**src/hdl/mcp_pkg.sv**
```systemverilog
// Constants for the module control pin block
package mcp_pkg;
    localparam int unsigned CLK_HZ            = 40000000;
    localparam int unsigned RESET_MIN_US      = 2;
    localparam int unsigned RESET_MIN_CYC     = (RESET_MIN_US * (CLK_HZ / 1000000));
    localparam int unsigned INIT_MAX_MS       = 2000;
    localparam int unsigned INIT_MAX_CYC      = INIT_MAX_MS * (CLK_HZ / 1000);
    localparam int unsigned INIT_CYC_DEFAULT  = 1000;
    localparam int unsigned INT_OFF_MAX_US    = 500;
    localparam int unsigned INT_OFF_MAX_CYC   = INT_OFF_MAX_US * (CLK_HZ / 1000000);
    localparam int unsigned STATUS_BYTE_DNR   = 2;
    localparam int unsigned DNR_BIT           = 0;
    localparam logic [7:0]  STATUS2_RESET     = 8'h01;
    localparam int unsigned SYNC_STAGES       = 2;

    typedef enum logic [1:0] {
        MCP_ST_HOLD = 2'b00,
        MCP_ST_INIT = 2'b01,
        MCP_ST_RUN  = 2'b10
    } mcp_state_t;
endpackage : mcp_pkg

```
**src/hdl/mcp_sync_if.sv**
```systemverilog
// Carrier for synchronised pin levels between the pin stage and the core
`timescale 1ns/1ps
`default_nettype none
interface mcp_sync_if;
    logic select_n;
    logic reset_n;
    logic low_power;
    logic scl;
    logic sda;
    modport src (output select_n, output reset_n, output low_power, output scl, output sda);
    modport dst (input select_n, input reset_n, input low_power, input scl, input sda);
endinterface : mcp_sync_if
`default_nettype wire

```
**src/hdl/mcp_control.sv**
```systemverilog
// Control pin logic: select gating, reset sequencing, interrupt, low power, presence
// Contract
// - Select low lets module answer serial bus
// - Select high: ignore bus, never drive data
// - Floating select reads as deselected
// - Long enough reset low restores all defaults
// - Init interval timed from reset rising edge
// - Completion shown by interrupt, not-ready cleared
// - Power-up raises completion interrupt without reset
// - Low-power input high enters reduced power
// - Presence output tied low inside module
// - Interrupt low flags fault or critical status
// - Reset low must last two microseconds
// - Fully functional within 2000 ms of release
// - Not-ready flag is byte 2 bit 0
// - Read clears flag; interrupt released quickly
`timescale 1ns/1ps
`default_nettype none
module mcp_control
    import mcp_pkg::*;
#(
    parameter int unsigned INIT_CYC  = INIT_CYC_DEFAULT,
    parameter int unsigned RESET_CYC = RESET_MIN_CYC
)(
    // Clock and power-on reset
    input  wire logic core_clk,
    input  wire logic nrst,
    // Host control pins
    input  wire logic module_select_pin,
    input  wire logic module_reset_pin_n,
    input  wire logic low_power_request,
    // Serial bus pins
    input  wire logic scl_in,
    input  wire logic sda_in,
    output logic      sda_out,
    output logic      sda_oe,
    // Serial slave core side
    output logic      slave_enable,
    input  wire logic slave_sda_pull,
    input  wire logic status2_read,
    input  wire logic fault_event,
    // Status and module-wide controls
    output logic [7:0] status2,
    output logic       settings_reset,
    output logic       reduced_power,
    // Presence and interrupt pins
    output logic      module_present_out,
    output logic      module_present_oe,
    output logic      interrupt_out,
    output logic      interrupt_oe
);
    mcp_sync_if sync ();

    mcp_pin_sync u_sync (
        .core_clk          (core_clk),
        .nrst              (nrst),
        .module_select_pin (module_select_pin),
        .module_reset_n    (module_reset_pin_n),
        .low_power_request (low_power_request),
        .scl_in            (scl_in),
        .sda_in            (sda_in),
        .sync              (sync.src)
    );

    mcp_state_t  state_reg, state_next;
    logic [31:0] cnt_reg, cnt_next;
    logic        dnr_reg, dnr_next;
    logic        done_flag_reg, done_flag_next;
    logic        fault_flag_reg, fault_flag_next;
    logic        reset_hit_reg, reset_hit_next;
    logic [31:0] low_cnt_reg, low_cnt_next;

    // Pull-up on the pin means a floating select arrives high here
    wire selected     = ~sync.select_n;
    wire reset_low    = ~sync.reset_n;
    wire reset_valid  = reset_low && (low_cnt_reg >= RESET_CYC - 1);
    wire init_done    = (state_reg == MCP_ST_INIT) && (cnt_reg >= INIT_CYC - 1);

    // Low time of the reset pin, kept apart from the init timer so that a
    // pulse is measured in any state; it saturates so a long hold stays valid
    assign low_cnt_next = !reset_low ? 32'd0 :
                          (low_cnt_reg < RESET_CYC) ? low_cnt_reg + 32'd1 : low_cnt_reg;

    // Sequencer: hold while reset pin low, time init from its release
    always_comb begin
        state_next      = state_reg;
        cnt_next        = cnt_reg;
        dnr_next        = dnr_reg;
        done_flag_next  = done_flag_reg;
        fault_flag_next = fault_flag_reg;
        reset_hit_next  = 1'b0;
        case (state_reg)
            MCP_ST_HOLD: begin
                if (!reset_low) begin
                    // Pin back high: the init interval starts from here
                    state_next = MCP_ST_INIT;
                    cnt_next   = 32'd0;
                end
            end
            MCP_ST_INIT: begin
                if (init_done) begin
                    state_next     = MCP_ST_RUN;
                    dnr_next       = 1'b0;
                    done_flag_next = 1'b1;
                end else begin
                    cnt_next = cnt_reg + 32'd1;
                end
            end
            MCP_ST_RUN: begin
                cnt_next = 32'd0;
            end
            default: begin
                state_next = MCP_ST_HOLD;
            end
        endcase
        if (reset_valid) begin
            state_next      = MCP_ST_HOLD;
            dnr_next        = 1'b1;
            done_flag_next  = 1'b0;
            fault_flag_next = 1'b0;
            reset_hit_next  = 1'b1;
        end else begin
            // Read clears; a new event in the same cycle wins
            if (status2_read && state_reg == MCP_ST_RUN) begin
                done_flag_next  = 1'b0;
                fault_flag_next = 1'b0;
            end
            if (fault_event && state_reg == MCP_ST_RUN) begin
                fault_flag_next = 1'b1;
            end
        end
    end

    // Sequencer state; power-on starts in init so completion follows by itself
    always_ff @(posedge core_clk or negedge nrst) begin
        if (!nrst) begin
            state_reg <= MCP_ST_INIT;
        end else begin
            state_reg <= state_next;
        end
    end

    // Init interval timer
    always_ff @(posedge core_clk or negedge nrst) begin
        if (!nrst) begin
            cnt_reg <= 32'd0;
        end else begin
            cnt_reg <= cnt_next;
        end
    end

    // Reset pin low-time counter
    always_ff @(posedge core_clk or negedge nrst) begin
        if (!nrst) begin
            low_cnt_reg <= 32'd0;
        end else begin
            low_cnt_reg <= low_cnt_next;
        end
    end

    // Not-ready flag, set from power-on until init has finished
    always_ff @(posedge core_clk or negedge nrst) begin
        if (!nrst) begin
            dnr_reg <= 1'b1;
        end else begin
            dnr_reg <= dnr_next;
        end
    end

    // Completion flag, one reason for the interrupt
    always_ff @(posedge core_clk or negedge nrst) begin
        if (!nrst) begin
            done_flag_reg <= 1'b0;
        end else begin
            done_flag_reg <= done_flag_next;
        end
    end

    // Fault flag, the other reason for the interrupt
    always_ff @(posedge core_clk or negedge nrst) begin
        if (!nrst) begin
            fault_flag_reg <= 1'b0;
        end else begin
            fault_flag_reg <= fault_flag_next;
        end
    end

    // Registered mark of an accepted reset request, high for every cycle it stays valid
    always_ff @(posedge core_clk or negedge nrst) begin
        if (!nrst) begin
            reset_hit_reg <= 1'b0;
        end else begin
            reset_hit_reg <= reset_hit_next;
        end
    end

    // Serial bus gating; bus answered only while selected and running
    assign slave_enable = selected && (state_reg == MCP_ST_RUN);
    assign sda_out      = 1'b0;
    assign sda_oe       = slave_enable && slave_sda_pull;

    // Status byte 2 with not-ready in bit 0
    assign status2        = {7'h00, dnr_reg};
    assign settings_reset = reset_hit_reg | (state_reg == MCP_ST_HOLD);

    // Low power level passes straight to the power controller
    // No filtering: each change of the pin shows two cycles later
    assign reduced_power = sync.low_power;

    // Presence: always pulled to ground while the module is fitted
    assign module_present_out = 1'b0;
    assign module_present_oe  = 1'b1;

    // Open collector interrupt; released the cycle after a clearing read
    // Completion and fault share the pin; one read of byte 2 clears both
    assign interrupt_out = 1'b0;
    assign interrupt_oe  = done_flag_reg | fault_flag_reg;
endmodule : mcp_control
`default_nettype wire

```
**src/hdl/mcp_pin_sync.sv**
```systemverilog
// Two-stage synchronisers for the host-driven control pins
`timescale 1ns/1ps
`default_nettype none
module mcp_pin_sync
    import mcp_pkg::*;
(
    // Clock and reset
    input  wire logic core_clk,
    input  wire logic nrst,
    // Raw pins
    input  wire logic module_select_pin,
    input  wire logic module_reset_n,
    input  wire logic low_power_request,
    input  wire logic scl_in,
    input  wire logic sda_in,
    // Synchronised levels
    mcp_sync_if.src   sync
);
    logic [4:0] stage1_reg;
    logic [4:0] stage2_reg;
    wire  [4:0] raw_pins = {module_select_pin, module_reset_n, low_power_request, scl_in, sda_in};

    // Idle value is all high except low power, matching the pull-ups
    always_ff @(posedge core_clk or negedge nrst) begin
        if (!nrst) begin
            stage1_reg <= 5'h1b;
            stage2_reg <= 5'h1b;
        end else begin
            stage1_reg <= raw_pins;
            stage2_reg <= stage1_reg;
        end
    end

    assign sync.select_n  = stage2_reg[4];
    assign sync.reset_n   = stage2_reg[3];
    assign sync.low_power = stage2_reg[2];
    assign sync.scl       = stage2_reg[1];
    assign sync.sda       = stage2_reg[0];
endmodule : mcp_pin_sync
`default_nettype wire

```
**config.mk**
```make
export PLATFORM = sky130hd
export DESIGN_NAME = mcp_control
export DESIGN_NICKNAME = d
export VERILOG_FILES = /design/src/hdl/mcp_pkg.sv /design/src/hdl/mcp_sync_if.sv /design/src/hdl/mcp_control.sv /design/src/hdl/mcp_pin_sync.sv
export SDC_FILE = /design/constraint.sdc
export NUM_CORES = 1
export LEC_CHECK = 0
export CAP_MARGIN = 20
export CELL_PAD_IN_SITES_DETAIL_PLACEMENT = 1
export CELL_PAD_IN_SITES_GLOBAL_PLACEMENT = 1
export CORE_ASPECT_RATIO = 0.75
export CORE_MARGIN = 3
export CORE_UTILIZATION = 50
export DETAILED_ROUTE_END_ITERATION = 10
export DONT_BUFFER_PORTS = 1
export PLACE_DENSITY_LB_ADDON = 0.1
export SLEW_MARGIN = 20
export SYNTH_ARGS = -nofsm -noshare
export SYNTH_HDL_FRONTEND = slang
export SYNTH_SLANG_ARGS = --single-unit
```
**constraint.sdc**
```tcl
create_clock -name core_clk -period 2.91 [get_ports core_clk]
set_clock_uncertainty 0.1 [all_clocks]
set_input_delay 0 -clock core_clk [delete_from_list [all_inputs] [get_ports core_clk]]
set_output_delay 0 -clock core_clk [all_outputs]
set_load 0.02 [all_outputs]
```
Word-level counts from Yosys, hierarchy flattened
Index checks and enable logic that the tools add are counted.
{ "word_totals": {"input_bits": 10, "wordCells": 63, "out_inout_bits": 17, "reg_bits": 80} }
{ "op_classes": {"addsub": 2, "eq_ne": 7, "n_reduce_logical": 18, "bitwise": 4, "order_cmp": 3, "n_mux": 20} }
{ "op_table": {"columns": ["cell", "count"], "rows": [
  ["$mux 32", 4],
  ["$pmux 32 s3", 1],
  ["$add 32x1->32 const B", 2],
  ["$ge 32x10->1 const B", 1],
  ["$ge 32x7->1 const B", 1],
  ["$lt 32x7->1 const B", 1],
  ["$reduce_bool 3->1", 4],
  ["$mux 1", 11],
  ["$logic_and 1x1->1", 6],
  ["$mux 2", 3],
  ["$pmux 2 s3", 1],
  ["$reduce_and 3->1", 2],
  ["$reduce_bool 2->1", 3],
  ["$ne 2x2->1 const B", 2],
  ["$reduce_and 2->1", 2],
  ["$ne 3x2->1 const B", 1],
  ["$ne 3x3->1 const B", 1],
  ["$eq 2x1->1 const B", 1],
  ["$eq 2x2->1 const B", 1],
  ["$logic_not 2->1", 1],
  ["$ne 2x1->1 const B", 1],
  ["$not 1->1", 2],
  ["$or 1x1->1", 2]
]} }

Depth between registers and ports, before layout
Gate-level depths: netlist of the first run.
{ "logic_depth": {"ltp_word": 6, "mapped_depth": 7, "mapped_depth_nobuf": 7} }

Cells and area by module
From an unflattened synthesis of the first run, not the netlist that was laid out.
{ "unflattened": {"cells_unflattened": 269, "area_unflattened_um2": 3216.8} }
{ "modules_own_cells": {"columns": ["module", "cells_each", "instances", "area_per_inst_um2", "seq_area_each_um2"], "rows": [
  ["mcp_control", 259, 1, 2956.6, 1754.2],
  ["mcp_pin_sync", 10, 1, 260.2, 260.2]
]} }

Least setup slack after synthesis of the first run
Ideal clock, no wire load.
{ "synth_path": {"path_type": "flip-flop to flip-flop", "from": "reg state_reg[0]", "to": "reg cnt_reg[2]", "path_slack_ps": 789, "setup_time_ps": 66, "stages_incl_launch_ff": 7, "n_path_buf": 0, "required_time_ps": 2744, "t_arrival_ps": 1955, "synth_period_minus_slack_ps": 2121, "path_cell_list": "dfstp_2 -> inv_1 -> ha_1 -> mux2i_1 -> nor2_1 -> or4_1 -> nand2_1"} }
{ "synth_between": {"elab_chain_len": 4, "word_cells_on_any_way": 9, "classes_between": "eq/ne: 4; mux: 1; reduce/logical: 4"} }
{ "synth_lines": {"columns": ["item", "line_no", "text"], "rows": [
  ["from (decl)", "mcp_control.sv:65", "mcp_state_t state_reg, state_next;"],
  ["from (signal assigned)", "mcp_control.sv:139", "state_reg <= state_next;"],
  ["$eq 2x1->1", "mcp_control.sv:77, mcp_control.sv:92", null],
  ["$logic_and 1x1->1", "mcp_control.sv:77", "wire init_done = (state_reg == MCP_ST_INIT) && (cnt_reg >= INIT_CYC - 1);"],
  ["$ne 2x2->1 (no source line)", null, null],
  ["$reduce_and 3->1 (no source line)", null, null],
  ["to (signal assigned)", "mcp_control.sv:148", "cnt_reg <= cnt_next;"],
  ["to (decl)", "mcp_control.sv:66", "logic [31:0] cnt_reg, cnt_next;"]
]} }
Several ways; a longest one is shown, not always the timed one.
A chain may end at the register's enable or synchronous reset.

Final worst setup path of the first run
{ "layout_path": {"from": "reg cnt_reg[0]", "to": "reg cnt_reg[5]"} }
{ "layout_between": {"elab_chain_len": 4, "word_cells_on_any_way": 7, "classes_between": "add/sub: 1; order compare: 1; eq/ne: 1; mux: 2; reduce/logical: 2"} }
{ "layout_lines": {"columns": ["item", "line_no"], "rows": [
  ["$ge 32x10->1", "mcp_control.sv:77"],
  ["$logic_and 1x1->1", "mcp_control.sv:77"],
  ["$ne 2x2->1 (no source line)", null],
  ["$reduce_and 3->1 (no source line)", null]
]} }
Several ways; a longest one is shown, not always the timed one. The select of a mux whose other input is x is not followed.

==> results.toml, run 1 <==
[run_status]
status = "complete, no violations"

[synthesis]
synth-edff-count = 0
ys_ff_latch = 76
post_synth_num_cell_types = 49
syn_inst = 268
synth_warnings = 0
seq_area_frac_synth_pct = 60.8
avgSynthCellArea_um2 = 11.7
ys.flop_type = "dfrtp_1"
ys_async_sr_fraction_pct = 100
synth_area_um2 = 3140

[clock_network]
cts_tree = "done"
path_clk_slew_ps = 70
clk_path_buf_depth = 2
hold_buffers = 8
cts_made_buffers = 9
cts_root_buffer = "clkbuf_8"
insertion_delay_ps = 340
cts_resized = 0
cts_setup_buffers = 0
cts_sinks = 76
ctsHtreeMaxLevel = 3

[power]
switchingPower_w = 0.000748
swShare_pct = 29.4
power_density_nw_per_um2 = 730
ir_drop_mv = 0.365
p_int_w = 0.00180
pwr-share-clk_pct = 35.2
p_total_w = 0.00255
power.leakage_nw = 1.68
p_seq_share_pct = 44.7
p_comb_share_pct = 20.1

[worst_setup_path]
cpLargestDelayFamily = "compound AO/OA/AOI/OAI gates"
cp-startpoint = "cnt_reg[0]"
required_ps = 3050
slowest_delay_ps = 490
critical-path-slowest-cell = "or3_4"
r2r_end = "cnt_reg[5]"
cp.arrival_ps = 2580
worstSetupPathType = "register to register"
startpoint_type = "register"
worstPathCellList = "ha_1 > a211oi_1 > nand4bb_1 > a31oi_2 > or3_4 > o311ai_1"
worstPathMaxFanout = 14
r2r_slack_ps = 470
reg2reg_depth = 6
cp_num_buf_inv = 0
end_kind = "register"
cp.depth = 6
rr_startpoint = "cnt_reg[0]"

[routing]
drt_iter0_markers = 79
via_per_inst = 5.38
wl_mm = 5.80
ant_nets = 0
drc = 0
first_pass_iters = 4
num_vias = 1947
wl_per_cell_um = 16.0

[layout]
final.fill_count = 622
drive_above_1_share_pct = 12.0
antennaDiodeCount = 0
nNetsFinal = 295
post-route-util_pct = 58.7
multi_input_area_um2 = 1130
area_delta_synth_final_pct = 11.3
final-seq-area_um2 = 1910

[worst_hold_path]
worstHoldStart = "slave_sda_pull"
whs_path_depth = 1
min_to = "sda_oe"
min-delay-path-class = "input port to output pin"

[sta]
hold_violations = 0
min_period_ps = 2440
worst_slew_pin_slew_ps = 713
slew_viol_final = 0
max_freq_mhz = 411
hold-worst-slack_ps = 88.9
grt_setup_unrepaired = "false"
tns_ps = 0
timing.final.crit_share_pct = 83.7
layout_setup_ws_ps = 475
slew-limit-headroom_pct = 52.3
setup_viol = 0

[placed_design]
dp_hpwl_mm = 3.77
place_ws_ps = 529
place_congestion = 0.797
numPortBuffers = 0

[floorplanning]
fp.dieH_um = 74.6
dieArea_um2 = 7270
initial_core_util_pct = 52.8
row_count = 24
io_pins = 27
core_um2 = 5950
die_w_um = 97.5

[grt]
grt_pass1_wl_mm = 9.98
gr-total-overflow = 0
antenna_found_initial = 0
use_met1_pct = 25.3
grtUsageMet2_pct = 25.9
grt_busiest_layer = "met2"
globalRouteTotalUtil_pct = 17.7
grt_max_degree = 77
use_met3_pct = 5.90
grt_pass1_vias = 1982

[flow_run]
cap_viol_max_count = 0
[how the worst max path moves through the flow]
stage          slack, ps         end
6_report             470  cnt_reg[5]
5_1_grt              320  cnt_reg[5]
4_1_cts              500  cnt_reg[5]
3_5_place_dp         530  cnt_reg[5]
3_3_place_gp         600  cnt_reg[5]
2_1_floorplan        790  cnt_reg[2]
[area by class of cell]
| type | instances | share of cell area, % |
|---|---|---|
| multi-input combinational | 177 | 32.2 |
| clock buffer | 12 | 4.44 |
| inverter | 5 | 0.537 |
| sequential | 76 | 54.7 |
| tap | 78 | 2.79 |
| clock inverter | 4 | 2.08 |
| timing repair buffer | 10 | 3.22 |
[power by group through the flow]
stage               clock network [W]  registers [W]  logic (W)
finish                       0.000896        0.00114   0.000513
global route                 0.000977        0.00115   0.000575
CTS                          0.000929        0.00114   0.000517
detailed placement                  0        0.00116   0.000466
global placement                    0        0.00116   0.000456
floorplan                           0        0.00115   0.000367
[per-stage QoR]
step	std cells	instance area, um2
CTS	362	3490
floorplan	277	3170
detailed placement	338	3170
global placement	338	3170
finish	362	3490
global route	362	3490
[layer usage]
layer	wire, um	vias up
li1	-	919
met1	2950	992
met2	2560	27
met3	211	9
met4	76	0
met5	0	-
[synthesized netlist by cell type (2+ instances only)]
| master | number | area share, % |
|---|---|---|
| nand2b_1 | 3 | 0.60 |
| and2_1 | 22 | 4.4 |
| mux2_1 | 2 | 0.72 |
| xnor2_1 | 3 | 0.84 |
| buf_4 | 12 | 2.9 |
| inv_1 | 5 | 0.60 |
| or2_2 | 2 | 0.40 |
| o21ai_0 | 5 | 0.80 |
| nor2b_1 | 28 | 5.6 |
| and4_1 | 2 | 0.56 |
| nand3_1 | 8 | 1.3 |
| dfstp_2 | 6 | 5.0 |
| a21oi_1 | 5 | 0.80 |
| or3_1 | 3 | 0.60 |
| clkbuf_1 | 6 | 0.72 |
| conb_1 | 2 | 0.24 |
| nor4_1 | 11 | 2.2 |
| nand2_1 | 15 | 1.8 |
| dfrtp_1 | 70 | 56 |
| nor2_1 | 16 | 1.9 |
| or4_1 | 2 | 0.48 |
| ha_1 | 6 | 2.4 |
| mux2i_1 | 4 | 1.3 |
| a21o_1 | 2 | 0.48 |
| nand4_1 | 3 | 0.60 |
| nor3_1 | 2 | 0.32 |
[cells in the final DEF (no fill, tap or decap), types with 3 or more instances in the layout]
cell           count
dfrtp_1           70
nor2b_1           28
and2_1            22
nor2_1            16
nand2_1           15
nor4_1            11
conb_1            11
clkbuf_8          11
nand3_1            8
dlygate4sd3_1      7
ha_1               6
dfstp_2            6
a21oi_1            5
inv_1              5
o21ai_0            5
mux2i_1            4
nand2b_1           3
nand4_1            3
or3_1              3
xnor2_1            3
[kinds of logic after synthesis]
kind of cell / Yosys count / share of synthesized area [%]
xor+xnor: 3 / 0.837
other cells: 2 / 0.239
buf+inv: 24 / 4.35
fa+ha+maj: 6 / 2.39
compound gates: 26 / 6.02
simple gates: 124 / 23.0
flops: 76 / 60.8
mux: 7 / 2.35
No activity file was read; power rests on OpenSTA's default activity.
==> run 2, diff against run 1 <==
==> constraint.sdc (replaced) <==
create_clock -name core_clk -period 2.5 [get_ports core_clk]
set_clock_uncertainty 0.1 [all_clocks]
set_input_delay 0 -clock core_clk [delete_from_list [all_inputs] [get_ports core_clk]]
set_output_delay 0 -clock core_clk [all_outputs]
set_load 0.02 [all_outputs]
==> run 2 against run 1 <==
Net effect: cell area decreased by 0.14%; critical endpoint is now cnt_reg[7]; die area is the same; wire length rose by 0.98%; largest power group unchanged; sequential share of layout area grew 0.079 points.
==> results.toml, run 2 (synthesis gave the netlist of run 1 again) <==
[run_status]
status = "complete, no violations"

[layout]
final_common_cell = "dfrtp_1"
mostFrequentLayoutCells = "dfrtp_1 (70), nor2b_1 (28), and2_1 (22), nor2_1 (16), nand2_1 (15)"
drive_above_1_share_pct = 13.2
post-route-util_pct = 58.6
finalNonFillerCells = 366
antennaDiodeCount = 0
nNetsFinal = 299
area_delta_synth_final_pct = 11.1

[power]
power_density_nw_per_um2 = 827
switchingPower_w = 0.000903
p_int_w = 0.00198
ir_drop_mv = 0.505
p_seq_share_pct = 46.0
power.leakage_nw = 1.68
swShare_pct = 31.3
p_total_w = 0.00288
p_comb_share_pct = 22.2
pwr-share-clk_pct = 31.9

[placed_design]
place_congestion = 0.799
numPortBuffers = 0
post-place-cells = 342
dp_hpwl_mm = 3.68

[worst_setup_path]
startpoint_type = "register"
worstSetupPathType = "register to register"
r2r_end = "cnt_reg[7]"
cp.arrival_ps = 2450
rr_startpoint = "cnt_reg[0]"
required_ps = 2680
worstPathMaxFanout = 8
reg2reg_depth = 7
end_kind = "register"
r2r_slack_ps = 220

[clock_network]
path_clk_slew_ps = 80
cts_setup_buffers = 0
cts_tree = "done"
hold_buffers = 8
cts_sinks = 76
cts_root_buffer = "clkbuf_8"
cts_resized = 0
cts_made_buffers = 9
insertion_delay_ps = 360
clk_path_buf_depth = 2
ctsHtreeMaxLevel = 3

[routing]
wl_per_cell_um = 16.0
via_per_inst = 5.21
ant_nets = 0
first_pass_iters = 4
drt_iter0_markers = 73
wl_mm = 5.86
drc = 0
num_vias = 1908

[worst_hold_path]
whs_path_depth = 1
min_to = "u_sync.stage1_reg[3]"
worstHoldStart = "module_reset_pin_n"
min-delay-path-class = "input port to register"

[floorplanning]
core_um2 = 5950
die_w_um = 97.5
io_pins = 27
dieArea_um2 = 7270
initial_core_util_pct = 52.8
row_count = 24
fp.dieH_um = 74.6

[grt]
globalRouteTotalUtil_pct = 18.1
grt_max_degree = 77
grt_pass1_vias = 2031
grt_pass1_wl_mm = 10.2
gr-total-overflow = 0
antenna_found_initial = 0

[sta]
tns_ps = 0
max_freq_mhz = 439
grt_setup_unrepaired = "false"
slew_viol_final = 0
min_period_ps = 2280
hold_violations = 0
setup_viol = 0
timing.final.crit_share_pct = 91.1
worst_slew_pin_slew_ps = 572
slew-limit-headroom_pct = 61.9

[flow_run]
cap_viol_max_count = 0
==> run 2: worst max-delay path, cell delays in order, from the launching register on <==
cell       delay (ps)
dfrtp_1           420
ha_1              260
a211oi_1          210
nand4bb_1         260
a31oi_2           220
buf_4             220
or3_1             350
a21oi_1           170
==> run 2: routing by layer <==
| layer | routed length, um | vias up | global-route usage, % | part of all wire [%] |
|---|---|---|---|---|
| met5 | 0 | - | 0 | 0 |
| met4 | 114 | 0 | 9.22 | 1.9 |
| met3 | 168 | 11 | 4.78 | 2.9 |
| met2 | 2500 | 22 | 26.2 | 43 |
| met1 | 3070 | 954 | 25.6 | 52 |
| li1 | - | 921 | - | - |
==> run 2: worst max path at each step <==
stage | startpoint | end | slack [ps] | cells past startpoint
after detailed placement | cnt_reg[0] | cnt_reg[5] | 260 | 6
after global placement | cnt_reg[22] | cnt_reg[2] | 280 | 6
after CTS | cnt_reg[26] | cnt_reg[7] | 220 | 6
final | cnt_reg[0] | cnt_reg[7] | 220 | 7
after floorplan | state_reg[0] | cnt_reg[2] | 380 | 6
after global routing | low_cnt_reg[28] | done_flag_reg | 40 | 5
==> run 2: area by class of cell <==
class,instances,area [um2]
clock buffers,10,128
clock inverters,6,65.1
fillers,631,2460
inverters,5,18.8
multi-input cells,177,1130
flip-flops and latches,76,1910
well taps,78,97.6
repair buffers,14,143
==> run 2: stage by stage <==
stage | setup slack (ps) | area [um2] | hold WS, ps
after floorplan | 379 | 3170 | -396
after global placement | 281 | 3200 | -394
after detailed placement | 264 | 3200 | -394
after CTS | 220 | 3490 | 52.8
after global routing | 41.9 | 3490 | 60.2
final | 223 | 3490 | 82.6
==> run 2: power by group through the flow <==
stage / clock network, W / logic [W] / registers, W
2_1_floorplan: 0 / 0.000427 / 0.00134
3_3_place_gp: 0 / 0.000585 / 0.00135
3_5_place_dp: 0 / 0.000585 / 0.00135
4_1_cts: 0.000957 / 0.000643 / 0.00133
5_1_grt: 0.00100 / 0.000718 / 0.00133
6_report: 0.000919 / 0.000639 / 0.00133
